`src/inc/pin_change_pkg.sv`:
```
// package for the pin change edge detector: register map, widths, bus carriers
// assumes a 32-bit avalon-mm slave with word-aligned byte addresses
package pin_change_pkg;

    localparam int unsigned ADDR_W = 16;
    localparam int unsigned DATA_W = 32;

    // printed offsets are not multiples of four: they are register indices
    localparam logic [12:0] IDX_PORTA_RISE_ENABLE  = 13'h1F3D;
    localparam logic [12:0] IDX_PORTA_FALL_ENABLE  = 13'h1F3E;
    localparam logic [12:0] IDX_PORTA_CHANGE_FLAGS = 13'h1F3F;
    localparam logic [12:0] IDX_PORTB_RISE_ENABLE  = 13'h1F48;
    localparam logic [12:0] IDX_PORTB_FALL_ENABLE  = 13'h1F49;
    localparam logic [12:0] IDX_PORTB_CHANGE_FLAGS = 13'h1F4A;
    localparam logic [12:0] IDX_PORTC_RISE_ENABLE  = 13'h1F53;
    localparam logic [12:0] IDX_PORTC_FALL_ENABLE  = 13'h1F54;
    localparam logic [12:0] IDX_PORTC_CHANGE_FLAGS = 13'h1F55;
    localparam logic [12:0] IDX_CONTROL_STATUS     = 13'h1F56;

    // implemented bits per port, then the porta pins lost to the debug and reset straps
    localparam logic [7:0] PORTA_MASK       = 8'h3F;
    localparam logic [7:0] PORTB_MASK       = 8'hF0;
    localparam logic [7:0] PORTC_MASK_LARGE = 8'hFF;
    localparam logic [7:0] PORTC_MASK_SMALL = 8'h3F;
    localparam logic [7:0] DEBUG_PIN_MASK   = 8'h03;
    localparam logic [7:0] RESET_PIN_MASK   = 8'h08;

    localparam logic [7:0] ENABLE_RESET = 8'h00;
    localparam logic [7:0] FLAG_RESET   = 8'h00;

    // control/status word fields
    localparam int unsigned CTRL_IRQ_ENABLE_BIT = 0;
    localparam int unsigned STAT_SUMMARY_BIT    = 1;

    localparam logic [DATA_W-1:0] UNMAPPED_READ = 32'h0000_0000;

    typedef struct packed {
        logic [ADDR_W-1:0] address;
        logic              read;
        logic              write;
        logic [3:0]        byteenable;
        logic [DATA_W-1:0] writedata;
    } avalon_req_t;

    typedef struct packed {
        logic [DATA_W-1:0] readdata;
        logic              waitrequest;
        logic [1:0]        response;
    } avalon_rsp_t;

    localparam logic [1:0] RESP_OKAY   = 2'h0;
    localparam logic [1:0] RESP_DECERR = 2'h3;

    typedef struct packed {
        logic [7:0] rise;
        logic [7:0] fall;
    } edge_pair_t;

endpackage

```
`src/logic/pin_edge_sync.sv`:
```
// synchroniser and edge detector for one group of port pins
// assumes pins are asynchronous to core_clk_i
`timescale 1ns/1ps
module pin_edge_sync #(
    parameter int unsigned WIDTH = 8
) (
    input  wire logic             core_clk_i,
    input  wire logic             reset_n_i,
    input  wire logic [WIDTH-1:0] pins_i,
    output logic      [WIDTH-1:0] rise_o,
    output logic      [WIDTH-1:0] fall_o
);
    logic [WIDTH-1:0] meta_q;
    logic [WIDTH-1:0] sync_q;
    logic [WIDTH-1:0] last_q;
    logic             primed_q;

    always_ff @(posedge core_clk_i) begin
        meta_q <= pins_i;
        sync_q <= meta_q;
    end

    // no edges reported until the history holds a real sample
    always_ff @(posedge core_clk_i) begin
        if (!reset_n_i) begin
            last_q   <= '0;
            primed_q <= 1'b0;
        end else begin
            last_q   <= sync_q;
            primed_q <= 1'b1;
        end
    end

    always_comb begin
        rise_o = primed_q ? (sync_q & ~last_q) : '0;
        fall_o = primed_q ? (~sync_q & last_q) : '0;
    end
endmodule // pin_edge_sync

```
`src/logic/pin_change_edge_detect.sv`:
```
// pin change edge detector for ports a, b and c with avalon-mm register access
// assumes core_clk_i 25 MHz, reset_n_i synchronous; pins asynchronous
`timescale 1ns/1ps
module pin_change_edge_detect #(
    parameter bit LARGE_VARIANT = 1'b1
) (
    input  wire logic                       core_clk_i,
    input  wire logic                       reset_n_i,
    input  wire pin_change_pkg::avalon_req_t bus_req_i,
    output pin_change_pkg::avalon_rsp_t      bus_rsp_o,
    input  wire logic [7:0]                 porta_pin_i,
    input  wire logic [7:0]                 portb_pin_i,
    input  wire logic [7:0]                 portc_pin_i,
    input  wire logic                       debugger_enable_i,
    input  wire logic                       reset_pin_enable_i,
    input  wire logic                       low_voltage_programming_i,
    input  wire logic                       sleep_i,
    output logic                            change_irq_summary_o,
    output logic                            change_irq_o,
    output logic                            wake_o
);
    import pin_change_pkg::*;

    localparam logic [7:0] PORTB_IMPL = LARGE_VARIANT ? PORTB_MASK : 8'h00;
    localparam logic [7:0] PORTC_IMPL = LARGE_VARIANT ? PORTC_MASK_LARGE : PORTC_MASK_SMALL;

    logic [7:0] porta_rise_enable_q;
    logic [7:0] porta_fall_enable_q;
    logic [7:0] porta_change_flags_q;
    logic [7:0] portb_rise_enable_q;
    logic [7:0] portb_fall_enable_q;
    logic [7:0] portb_change_flags_q;
    logic [7:0] portc_rise_enable_q;
    logic [7:0] portc_fall_enable_q;
    logic [7:0] portc_change_flags_q;
    logic       change_irq_enable_q;
    logic [2:0] cfg_meta_q;
    logic [2:0] cfg_sync_q;
    logic [7:0] porta_avail;
    logic [7:0] porta_rise;
    logic [7:0] porta_fall;
    logic [7:0] portb_rise;
    logic [7:0] portb_fall;
    logic [7:0] portc_rise;
    logic [7:0] portc_fall;
    logic [7:0] porta_hit;
    logic [7:0] portb_hit;
    logic [7:0] portc_hit;
    logic       access_q;
    logic       summary_d;
    logic [12:0] index;
    logic       hit_known;
    logic       wr_go;
    logic [7:0] wr_byte;
    logic [DATA_W-1:0] rd_data;

    function automatic logic [7:0] edge_hits(input logic [7:0] rise, input logic [7:0] fall,
                                             input logic [7:0] ren, input logic [7:0] fen,
                                             input logic [7:0] avail);
        edge_hits = ((rise & ren) | (fall & fen)) & avail;
    endfunction

    function automatic logic [7:0] flag_next(input logic [7:0] cur, input logic [7:0] hit,
                                             input logic wr, input logic [7:0] data,
                                             input logic [7:0] avail);
        logic [7:0] kept;
        kept = wr ? (data & cur) : cur;
        flag_next = (kept | hit) & avail;
    endfunction

    pin_edge_sync #(.WIDTH(8)) u_porta_sync (
        .core_clk_i (core_clk_i),
        .reset_n_i  (reset_n_i),
        .pins_i     (porta_pin_i),
        .rise_o     (porta_rise),
        .fall_o     (porta_fall)
    );
    pin_edge_sync #(.WIDTH(8)) u_portb_sync (
        .core_clk_i (core_clk_i),
        .reset_n_i  (reset_n_i),
        .pins_i     (portb_pin_i),
        .rise_o     (portb_rise),
        .fall_o     (portb_fall)
    );
    pin_edge_sync #(.WIDTH(8)) u_portc_sync (
        .core_clk_i (core_clk_i),
        .reset_n_i  (reset_n_i),
        .pins_i     (portc_pin_i),
        .rise_o     (portc_rise),
        .fall_o     (portc_fall)
    );

    // configuration straps come from another domain
    always_ff @(posedge core_clk_i) begin
        cfg_meta_q <= {debugger_enable_i, reset_pin_enable_i, low_voltage_programming_i};
        cfg_sync_q <= cfg_meta_q;
    end

    always_comb begin
        porta_avail = PORTA_MASK;
        if (cfg_sync_q[2]) begin
            porta_avail = porta_avail & ~DEBUG_PIN_MASK;
        end
        if (cfg_sync_q[1] || cfg_sync_q[0]) begin
            porta_avail = porta_avail & ~RESET_PIN_MASK;
        end
    end

    always_comb begin
        porta_hit = edge_hits(porta_rise, porta_fall, porta_rise_enable_q, porta_fall_enable_q, porta_avail);
        portb_hit = edge_hits(portb_rise, portb_fall, portb_rise_enable_q, portb_fall_enable_q, PORTB_IMPL);
        portc_hit = edge_hits(portc_rise, portc_fall, portc_rise_enable_q, portc_fall_enable_q, PORTC_IMPL);
    end

    // bus decode: one wait state, answer on the second edge
    always_comb begin
        index     = bus_req_i.address[14:2];
        wr_go     = access_q && bus_req_i.write && bus_req_i.byteenable[0];
        wr_byte   = bus_req_i.writedata[7:0];
        hit_known = 1'b1;
        rd_data   = UNMAPPED_READ;
        unique case (index)
            IDX_PORTA_RISE_ENABLE:  rd_data[7:0] = porta_rise_enable_q;
            IDX_PORTA_FALL_ENABLE:  rd_data[7:0] = porta_fall_enable_q;
            IDX_PORTA_CHANGE_FLAGS: rd_data[7:0] = porta_change_flags_q;
            IDX_PORTB_RISE_ENABLE:  rd_data[7:0] = portb_rise_enable_q;
            IDX_PORTB_FALL_ENABLE:  rd_data[7:0] = portb_fall_enable_q;
            IDX_PORTB_CHANGE_FLAGS: rd_data[7:0] = portb_change_flags_q;
            IDX_PORTC_RISE_ENABLE:  rd_data[7:0] = portc_rise_enable_q;
            IDX_PORTC_FALL_ENABLE:  rd_data[7:0] = portc_fall_enable_q;
            IDX_PORTC_CHANGE_FLAGS: rd_data[7:0] = portc_change_flags_q;
            IDX_CONTROL_STATUS: begin
                rd_data[CTRL_IRQ_ENABLE_BIT] = change_irq_enable_q;
                rd_data[STAT_SUMMARY_BIT]    = change_irq_summary_o;
            end
            default:                hit_known = 1'b0;
        endcase
        if (!LARGE_VARIANT && (index == IDX_PORTB_RISE_ENABLE || index == IDX_PORTB_FALL_ENABLE
                               || index == IDX_PORTB_CHANGE_FLAGS)) begin
            hit_known = 1'b0;
            rd_data   = UNMAPPED_READ;
        end
    end

    always_ff @(posedge core_clk_i) begin
        if (!reset_n_i) begin
            access_q  <= 1'b0;
            bus_rsp_o <= '{readdata: UNMAPPED_READ, waitrequest: 1'b1, response: RESP_OKAY};
        end else begin
            access_q              <= (bus_req_i.read || bus_req_i.write) && !access_q;
            bus_rsp_o.waitrequest <= !((bus_req_i.read || bus_req_i.write) && !access_q);
            bus_rsp_o.readdata    <= rd_data;
            bus_rsp_o.response    <= hit_known ? RESP_OKAY : RESP_DECERR;
        end
    end

    always_ff @(posedge core_clk_i) begin
        if (!reset_n_i) begin
            porta_rise_enable_q <= ENABLE_RESET;
            porta_fall_enable_q <= ENABLE_RESET;
            portb_rise_enable_q <= ENABLE_RESET;
            portb_fall_enable_q <= ENABLE_RESET;
            portc_rise_enable_q <= ENABLE_RESET;
            portc_fall_enable_q <= ENABLE_RESET;
            change_irq_enable_q <= 1'b0;
        end else if (wr_go && hit_known) begin
            unique case (index)
                IDX_PORTA_RISE_ENABLE: porta_rise_enable_q <= wr_byte & PORTA_MASK;
                IDX_PORTA_FALL_ENABLE: porta_fall_enable_q <= wr_byte & PORTA_MASK;
                IDX_PORTB_RISE_ENABLE: portb_rise_enable_q <= wr_byte & PORTB_IMPL;
                IDX_PORTB_FALL_ENABLE: portb_fall_enable_q <= wr_byte & PORTB_IMPL;
                IDX_PORTC_RISE_ENABLE: portc_rise_enable_q <= wr_byte & PORTC_IMPL;
                IDX_PORTC_FALL_ENABLE: portc_fall_enable_q <= wr_byte & PORTC_IMPL;
                IDX_CONTROL_STATUS:    change_irq_enable_q <= wr_byte[CTRL_IRQ_ENABLE_BIT];
                default: ;
            endcase
        end
    end

    always_ff @(posedge core_clk_i) begin
        if (!reset_n_i) begin
            porta_change_flags_q <= FLAG_RESET;
            portb_change_flags_q <= FLAG_RESET;
            portc_change_flags_q <= FLAG_RESET;
        end else begin
            porta_change_flags_q <= flag_next(porta_change_flags_q, porta_hit,
                                              wr_go && index == IDX_PORTA_CHANGE_FLAGS, wr_byte, porta_avail);
            portb_change_flags_q <= flag_next(portb_change_flags_q, portb_hit,
                                              wr_go && index == IDX_PORTB_CHANGE_FLAGS, wr_byte, PORTB_IMPL);
            portc_change_flags_q <= flag_next(portc_change_flags_q, portc_hit,
                                              wr_go && index == IDX_PORTC_CHANGE_FLAGS, wr_byte, PORTC_IMPL);
        end
    end

    always_comb begin
        summary_d = |{porta_change_flags_q, portb_change_flags_q, portc_change_flags_q};
    end

    // irq and wake gated only here
    always_ff @(posedge core_clk_i) begin
        if (!reset_n_i) begin
            change_irq_summary_o <= 1'b0;
            change_irq_o         <= 1'b0;
            wake_o               <= 1'b0;
        end else begin
            change_irq_summary_o <= summary_d;
            change_irq_o         <= summary_d && change_irq_enable_q;
            wake_o               <= summary_d && change_irq_enable_q && sleep_i;
        end
    end
endmodule // pin_change_edge_detect

```
`config.mk`:
```
export PLATFORM = sky130hd
export DESIGN_NAME = pin_change_edge_detect
export DESIGN_NICKNAME = d
export VERILOG_FILES = /design/src/inc/pin_change_pkg.sv /design/src/logic/pin_edge_sync.sv /design/src/logic/pin_change_edge_detect.sv
export SDC_FILE = /design/constraint.sdc
export NUM_CORES = 1
export LEC_CHECK = 0
export BUFFER_PORTS_ARGS = -buffer_cell sky130_fd_sc_hd__buf_2
export CORE_UTILIZATION = 30
export DETAILED_ROUTE_END_ITERATION = 7
export GPL_TIMING_DRIVEN = 0
export HOLD_SLACK_MARGIN = 0.05
export PLACE_DENSITY = 0.48
export SLEW_MARGIN = 20
export SYNTH_ARGS = -nofsm -noshare
export SYNTH_HDL_FRONTEND = slang
export SYNTH_HIERARCHICAL = 1
export SYNTH_SLANG_ARGS = --single-unit
```
`constraint.sdc`:
```
create_clock -name core_clk_i -period 2.6 [get_ports core_clk_i]
set_input_delay 0.52 -clock core_clk_i [delete_from_list [all_inputs] [get_ports core_clk_i]]
set_output_delay 0.52 -clock core_clk_i [all_outputs]
set_load 0.01 [all_outputs]
```
# ---- Yosys cells after proc, flatten, opt, wreduce, memory -nomap -nowiden
# Cells that the tools add are included.
dict set report totals {
  latchBits 0
  ram_bits 0
  mem_count 0
  ff_bits 179
  output_inout_bits 38
  mem_bits_ro 0
  word_cells 108
}
dict set report classes {
  n_mux 16
  n_bitwise 29
  n_eq_ne 10
  shift 0
  magnitude_cmp 0
  n_mul 0
  addsub 0
  n_div 0
  n_reduce_logical 22
}
# op n
set ops {}
lappend ops {{$eq A13 B13 Y1 const B} 10}
lappend ops {{$and A8 B8 Y8} 14}
lappend ops {{$mux W8} 9}
lappend ops {{$pmux W6 S9} 1}
lappend ops {{$not A8 Y8} 6}
lappend ops {{$or A8 B8 Y8} 6}
lappend ops {{$and A8 B6 Y8} 3}
lappend ops {{$reduce_or A24 Y1} 1}
lappend ops {{$pmux W2 S8} 1}
lappend ops {{$reduce_and A2 Y1} 7}
lappend ops {{$reduce_or A10 Y1} 1}
lappend ops {{$logic_and A1 B1 Y1} 9}
lappend ops {{$mux W2} 2}
lappend ops {{$mux W4} 1}
lappend ops {{$logic_not A1 Y1} 2}
lappend ops {{$logic_or A1 B1 Y1} 2}
lappend ops {{$mux W1} 2}

# ---- Depth between registers and ports, before layout
# Gate-level depths: netlist of the first run.
dict set report depth {
  word_depth 8
  mapped_depth 6
}

# ---- Modules after synthesis
# Netlist of the first run, hierarchy kept.
# mod area_each_um2 instances seq_area_each_um2 cells_each
set by_module_without_submodules {}
lappend by_module_without_submodules {pin_change_edge_detect 3684.8 1 1501.4 415}
lappend by_module_without_submodules {pin_edge_sync 709.4 3 500.5 50}

# ---- Least setup slack after synthesis of the first run
# Ideal clock, no wire load.
dict set report synth_timing {
  kind {input port to flip-flop}
  startpoint {in bus_req_i[45] (netlist name)}
  endpoint {reg portb_rise_enable_q[7]}
  slack_ns 0.585
  arrival_time_ns 1.882
  stages 5
  cell_sequence {or3b_4 or4b_4 buf_6 o31ai_1 a21oi_1}
}
dict set report synth_between {
  elab_chain_cells 5
  word_cells_on_any_way 14
  classes_between {eq/ne (10); mux (1); reduce/logical (3)}
}
# element line_no
set synth_rtl {}
lappend synth_rtl {{from (decl)} pin_change_edge_detect.sv:9} ;# input wire pin_change_pkg::avalon_req_t bus_req_i,
lappend synth_rtl {{$eq A13 B13 Y1 (on tied branches)} {pin_change_edge_detect.sv:122, pin_change_edge_detect.sv:167}}
lappend synth_rtl {{$reduce_or A10 Y1 (no source line)} n/a}
lappend synth_rtl {{$mux W1} pin_change_edge_detect.sv:122} ;# unique case (index)
lappend synth_rtl {{$logic_and A1 B1 Y1} pin_change_edge_detect.sv:166} ;# end else if (wr_go && hit_known) begin
lappend synth_rtl {{$reduce_and A2 Y1 (no source line) (*)} n/a}
lappend synth_rtl {{to (signal assigned)} pin_change_edge_detect.sv:170} ;# IDX_PORTB_RISE_ENABLE: portb_rise_enable_q <= wr_byte & PORTB_IMPL;
lappend synth_rtl {{to (decl)} pin_change_edge_detect.sv:30} ;# logic [7:0] portb_rise_enable_q;
# Mark *: on every way between the ends. The rest lies on a longest branch, timed or not.
# A chain may end at the register's enable or synchronous reset.

# ---- Worst setup path after layout of the first run
dict set report layout_timing {
  startpoint {in bus_req_i[45] (netlist name)}
  endpoint {reg bus_rsp_o[10] (netlist name)}
}
dict set report layout_between {
  elab_chain_cells 2
  word_cells_on_any_way 10
  classes_between {eq/ne (9); mux (1)}
}
# element line_no
set layout_rtl {}
lappend layout_rtl {{$eq A13 B13 Y1} pin_change_edge_detect.sv:122}
lappend layout_rtl {{$pmux W6 S9 (*)} pin_change_edge_detect.sv:122}
lappend layout_rtl {{to (signal assigned)} pin_change_edge_detect.sv:148} ;# bus_rsp_o <= '{readdata: UNMAPPED_READ, waitrequest: 1'b1, response: RESP_OKAY};
lappend layout_rtl {{to (decl)} pin_change_edge_detect.sv:10} ;# output pin_change_pkg::avalon_rsp_t bus_rsp_o,
# Marked as above.

==> impl_results.md, run 1 <==
- Status: complete, no violations
- WL/cell: 17.9 µm
- CP Class: primary input to flop
- Via count: 4,509
- Hold WS: 195 ps
- GP Congestion: 0.878
- Number of buffers created by CTS: 17
- Post-synthesis cell count: 529
- Sink Count: 132
- Total power: 4.63 mW
- Core Util, Final: 0.377
- 1st-iter DRT viols: 405
- Fin. max-slew vios: 0
- Vias in the first global route: 4,320
- Clk slew on worst S/H paths: 60 ps
- Proportion of layout cells with a drive suffix above 1: 0.232
- TritonCTS clock tree: done
- RSZ-0062 raised after global routing: false
- Fmax: 454 MHz
- Crit path time final: 2200 ps
- Dpl cell area: 0.00597 mm²
- Setup_tns: 0 ps
- Power per standard cell area: 710 mW/mm²
- Final worst slack: 396 ps
- CP Launch Type: primary input
- Initial Util: 0.307
- Via-to-Cell Ratio: 5.20
- Area grow syn2layout: 23.1%
- Synth warn: 6
- Quantity of gates resized following cts: 0
- Final Instance Area: 0.00653 mm²
- Nets: 714
- CP Capture Type: flop
- DRC viols: 0
- Clock skew: 16.3 ps
- First-pass DRT Iterations: 6
- Most frequent cells in the layout: 132 x dfxtp_1, 65 x buf_2, 57 x a21oi_1, 33 x nand3_1, 28 x o21ai_0
- # Max-Cap Violations: 0
- DRT antenna net count: 0
- Worst min-delay path class: primary input to flop
- Mapped Area: 0.00530 mm²
- Slew margin rel.: 0.307
- Top Ports: 122
- Core area: 0.0173 mm²
- Cell Rows: 48
- Cts hold-fix bufs: 0
- Final Non-Filler Cells: 867
- Max IR drop VDD: 0.465 mV
- Worst-path fanout max: 8
- Commonest non-fill, non-tap cell in the layout: dfxtp_1
- Die width: 135 µm
- Global route overflow: 0
- Final setup vio count: 0
- Clock Tree Root: clkbuf_16
- Largest net degree at the start of global routing: 23
- Clk Latency, worst-skew pair: 420 ps
- Die area: 0.0182 mm²
- H-Tree Depth: 4
- Avg Cell Area, Syn: 10.0 µm²
- Crit path arrival time: 2530 ps
- First-pass GRT wire length: 23,700 µm
- Ant diodes: 0
- Req. time, crit path: 2920 ps
- Post-placement cell count: 836
- Antenna violations before repair: 0
- DRT Wirelength: 15,500 µm
- Fill cells: 1,748
- GRT Util Overall: 0.176
- Post-CTS setup buffers: 0
- Leak pwr: 2.55 nW
- Die height: 135 µm
- Hold Fails Final Rpt: 0
- Pre-CTS setup slack: -59.4 ps
- Worst Tran Pin Value: 1040 ps
- Clock Path Buffers: 2
- Period utilization: 0.848
- PortBufs: 59
- Detailed Place HPWL: 11,000 µm
[state kept, by name (all words and copies together), names as in the netlist, 8 cells and up]
register and cells:
bus_rsp_o 10, portc_change_flags_q 8, portc_fall_enable_q 8, portc_rise_enable_q 8, u_portc_sync/last_q 8, u_portc_sync/meta_q 8, u_portc_sync/sync_q 8
[per-layer routing]
metal	vias to the layer above	track usage	share of wire
li1	2152	-	-
met1	2138	0.229	0.45
met2	192	0.273	0.45
met3	27	0.0379	0.063
met4	0	0.0905	0.029
met5	-	0	0
[final cells by class]
| cell class | instances | area [µm²] | area share |
|---|---|---|---|
| clock buffer | 21 | 450 | 0.0690 |
| buffer | 60 | 357 | 0.0547 |
| tap | 225 | 282 | 0.0431 |
| multi-input combinational | 357 | 2380 | 0.365 |
| inverter | 3 | 11.3 | 0.00173 |
| sequential | 132 | 2640 | 0.405 |
| clock inverter | 10 | 109 | 0.0167 |
| timing repair buffer | 59 | 295 | 0.0453 |
[worst max-delay path, stage by stage]
cell and delay, ps:
buf_2 120, or3b_1 380, clkbuf_1 220, nor4_1 820, a22oi_1 200, a21oi_1 250
[worst paths after layout]
path / cells after the start / slack (ps) / start / to
worst max-delay path: 6 / 400 / bus_req_i[45] / bus_rsp_o[10]
worst min-delay path: 1 / 200 / porta_pin_i[4] / u_porta_sync/meta_q[4]
worst max register to register: 4 / 450 / access_q / portb_fall_enable_q[7]
worst min register to register: 0 / 320 / u_portb_sync/meta_q[6] / u_portb_sync/sync_q[6]
[power by group]
part | switching (mW) | total, mW | internal (mW) | leakage, nW
Clock | 0.855 | 2.28 | 1.42 | 0.272
Sequential | 0.0214 | 2.10 | 2.08 | 1.09
Combinational | 0.152 | 0.255 | 0.103 | 1.19
Total | 1.03 | 4.63 | 3.60 | 2.55
(Power assumes the default switching activity.)
==> run 2, diff against run 1 <==
Settings changed: PLACE_DENSITY 0.48 to 0.5.
Clock period 2.6 ns to 1.8 ns, I/O delays scaled along.
==> impl_results.md, run 2 (synthesized netlist as in run 1, its figures left out) <==
- Pre-CTS setup slack: -660 ps (was -59.4 ps)
- Clock Tree Root: clkbuf_16 (unchanged)
- Global route overflow: 0 (unchanged)
- Fmax: 569 MHz
- Vias in the first global route: 4,454 (was 4,320)
- Fin. max-slew vios: 0 (unchanged)
- Detailed Place HPWL: 11,200 µm (was 11,000 µm)
- RSZ-0062 raised after global routing: true (was false)
- Most frequent cells in the layout: 132 x dfxtp_1, 66 x buf_2, 57 x a21oi_1, 33 x nand3_1, 29 x buf_4 (was 132 x dfxtp_1, 65 x buf_2, 57 x a21oi_1, 33 x nand3_1, 28 x o21ai_0)
- Largest net degree at the start of global routing: 23 (unchanged)
- CP Class: primary input to flop (unchanged)
- Power per standard cell area: 939 mW/mm² (was 710 mW/mm²)
- Clock skew: 9.88 ps (was 16.3 ps)
- DRT Wirelength: 15,900 µm (was 15,500 µm)
- GRT Util Overall: 0.180 (was 0.176)
- Number of buffers created by CTS: 17 (unchanged)
- Req. time, crit path: 2070 ps (was 2920 ps)
- Initial Util: 0.307 (unchanged)
- Final Non-Filler Cells: 886 (was 867)
- PortBufs: 59 (unchanged)
- Sink Count: 132 (unchanged)
- First-pass DRT Iterations: 5 (was 6)
- H-Tree Depth: 4 (unchanged)
- Cell Rows: 48 (unchanged)
- Via count: 4,676 (was 4,509)
- Die height: 135 µm (unchanged)
- Leak pwr: 2.66 nW (was 2.55 nW)
- Antenna violations before repair: 0 (unchanged)
- Period utilization: 0.977
- CP Launch Type: primary input (unchanged)
- Final worst slack: 42.3 ps (was 396 ps)
- Ant diodes: 0 (unchanged)
- Core area: 0.0173 mm² (unchanged)
- Max IR drop VDD: 0.751 mV (was 0.465 mV)
- Status: complete, no violations (unchanged)
- 1st-iter DRT viols: 421 (was 405)
- Worst Tran Pin Value: 712 ps (was 1040 ps)
- Crit path arrival time: 2020 ps (was 2530 ps)
- CP Capture Type: flop (unchanged)
- Die width: 135 µm (unchanged)
- Worst min-delay path class: primary input to flop (unchanged)
- GP Congestion: 0.890 (was 0.878)
- DRT antenna net count: 0 (unchanged)
- WL/cell: 17.9 µm (about the same)
- Setup_tns: 0 ps (unchanged)
- Largest register FFs: 10 (unchanged)
- Slew margin rel.: 0.526 (was 0.307)
- First-pass GRT wire length: 24,400 µm (was 23,700 µm)
- Crit path time final: 1760 ps
- # Max-Cap Violations: 0 (unchanged)
- Top Ports: 122 (unchanged)
- Proportion of layout cells with a drive suffix above 1: 0.244 (was 0.232)
- Via-to-Cell Ratio: 5.28 (was 5.20)
- Post-placement cell count: 836 (unchanged)
- Clk slew on worst S/H paths: 50 ps (was 60 ps)
- Worst-path fanout max: 8 (unchanged)
- FF-to-FF setup slack: 90 ps (was 450 ps)
- Hold Fails Final Rpt: 0 (unchanged)
- Final setup vio count: 0 (unchanged)
- Top reg by flops: bus_rsp_o (unchanged)
- DRC viols: 0 (unchanged)
- Nets: 737 (was 714)
- Clock Path Buffers: 2 (unchanged)
- TritonCTS clock tree: done (unchanged)
- Area grow syn2layout: 27.2% (was 23.1%)
- Commonest non-fill, non-tap cell in the layout: dfxtp_1 (unchanged)
- Die area: 0.0182 mm² (unchanged)
- Clk Latency, worst-skew pair: 420 ps (about the same)
- Hold WS: 181 ps (was 195 ps)
[run 2: changes by cell type in the layout (fill, tap and decap cells not counted), sizes merged]
cell | previous run | this run
buf | 95 | 100
bufinv | 2 | 0
clkbuf | 45 | 41
clkinv | 6 | 5
dlygate4sd3 | 0 | 21
[run 2: report_power, final]
part | switching (mW) | internal, mW
sequential | 0.0320 | 3.01
clock | 1.18 | 1.70
combinational | 0.231 | 0.184
total | 1.44 | 4.89
[run 2: layout make-up]
cell class,instances,area [µm²]
clock inverter,7,40.0
tap,225,282
clock buffer,20,437
buffer,58,358
inverter,3,11.3
fill,1740,10600
sequential,132,2640
multi-input combinational,357,2440
timing repair buffer,84,536
[run 2: repair_timing]
action / 4_1_cts / 5_1_grt
hold buffers: 21 / 0
setup buffers: 0 / 4
gates resized for setup: 4 / 19
pin swaps: 0 / 1
endpoints found under the hold margin: 21 / 0
setup endpoints to repair: 33 / 46
[run 2: stage by stage]
| stage | util | power (mW) | area [µm²] |
|---|---|---|---|
| floorplan | - | 3.30 | 5390 |
| global placement | 0.345 | 3.45 | 5970 |
| detailed placement | 0.345 | 3.46 | 5970 |
| CTS | 0.386 | 6.40 | 6670 |
| global route | 0.390 | 6.57 | 6740 |
| finish | 0.390 | 6.33 | 6740 |
[run 2: per-layer routing]
metal | wire length, µm | up-vias | global-route usage
li1 | - | 2198 | -
met1 | 6900 | 2210 | 0.229
met2 | 7260 | 238 | 0.283
met3 | 1350 | 30 | 0.0462
met4 | 379 | 0 | 0.0880
met5 | 0 | - | 0
[run 2: worst paths after layout]
| path | from | endpoint | cells past startpoint |
|---|---|---|---|
| setup / recovery | bus_req_i[45] | portc_change_flags_q[3] | 7 |
| hold / removal | sleep_i | wake_o | 2 |
| setup reg to reg | access_q | portc_change_flags_q[7] | 4 |
| hold reg to reg | u_porta_sync/meta_q[2] | u_porta_sync/sync_q[2] | 0 |
[run 2: worst max-delay path, cell delays in order]
cell	delay, ps
buf_2	130
or3b_1	370
clkbuf_4	200
or4_1	400
buf_2	220
o31ai_1	240
a21oi_1	100
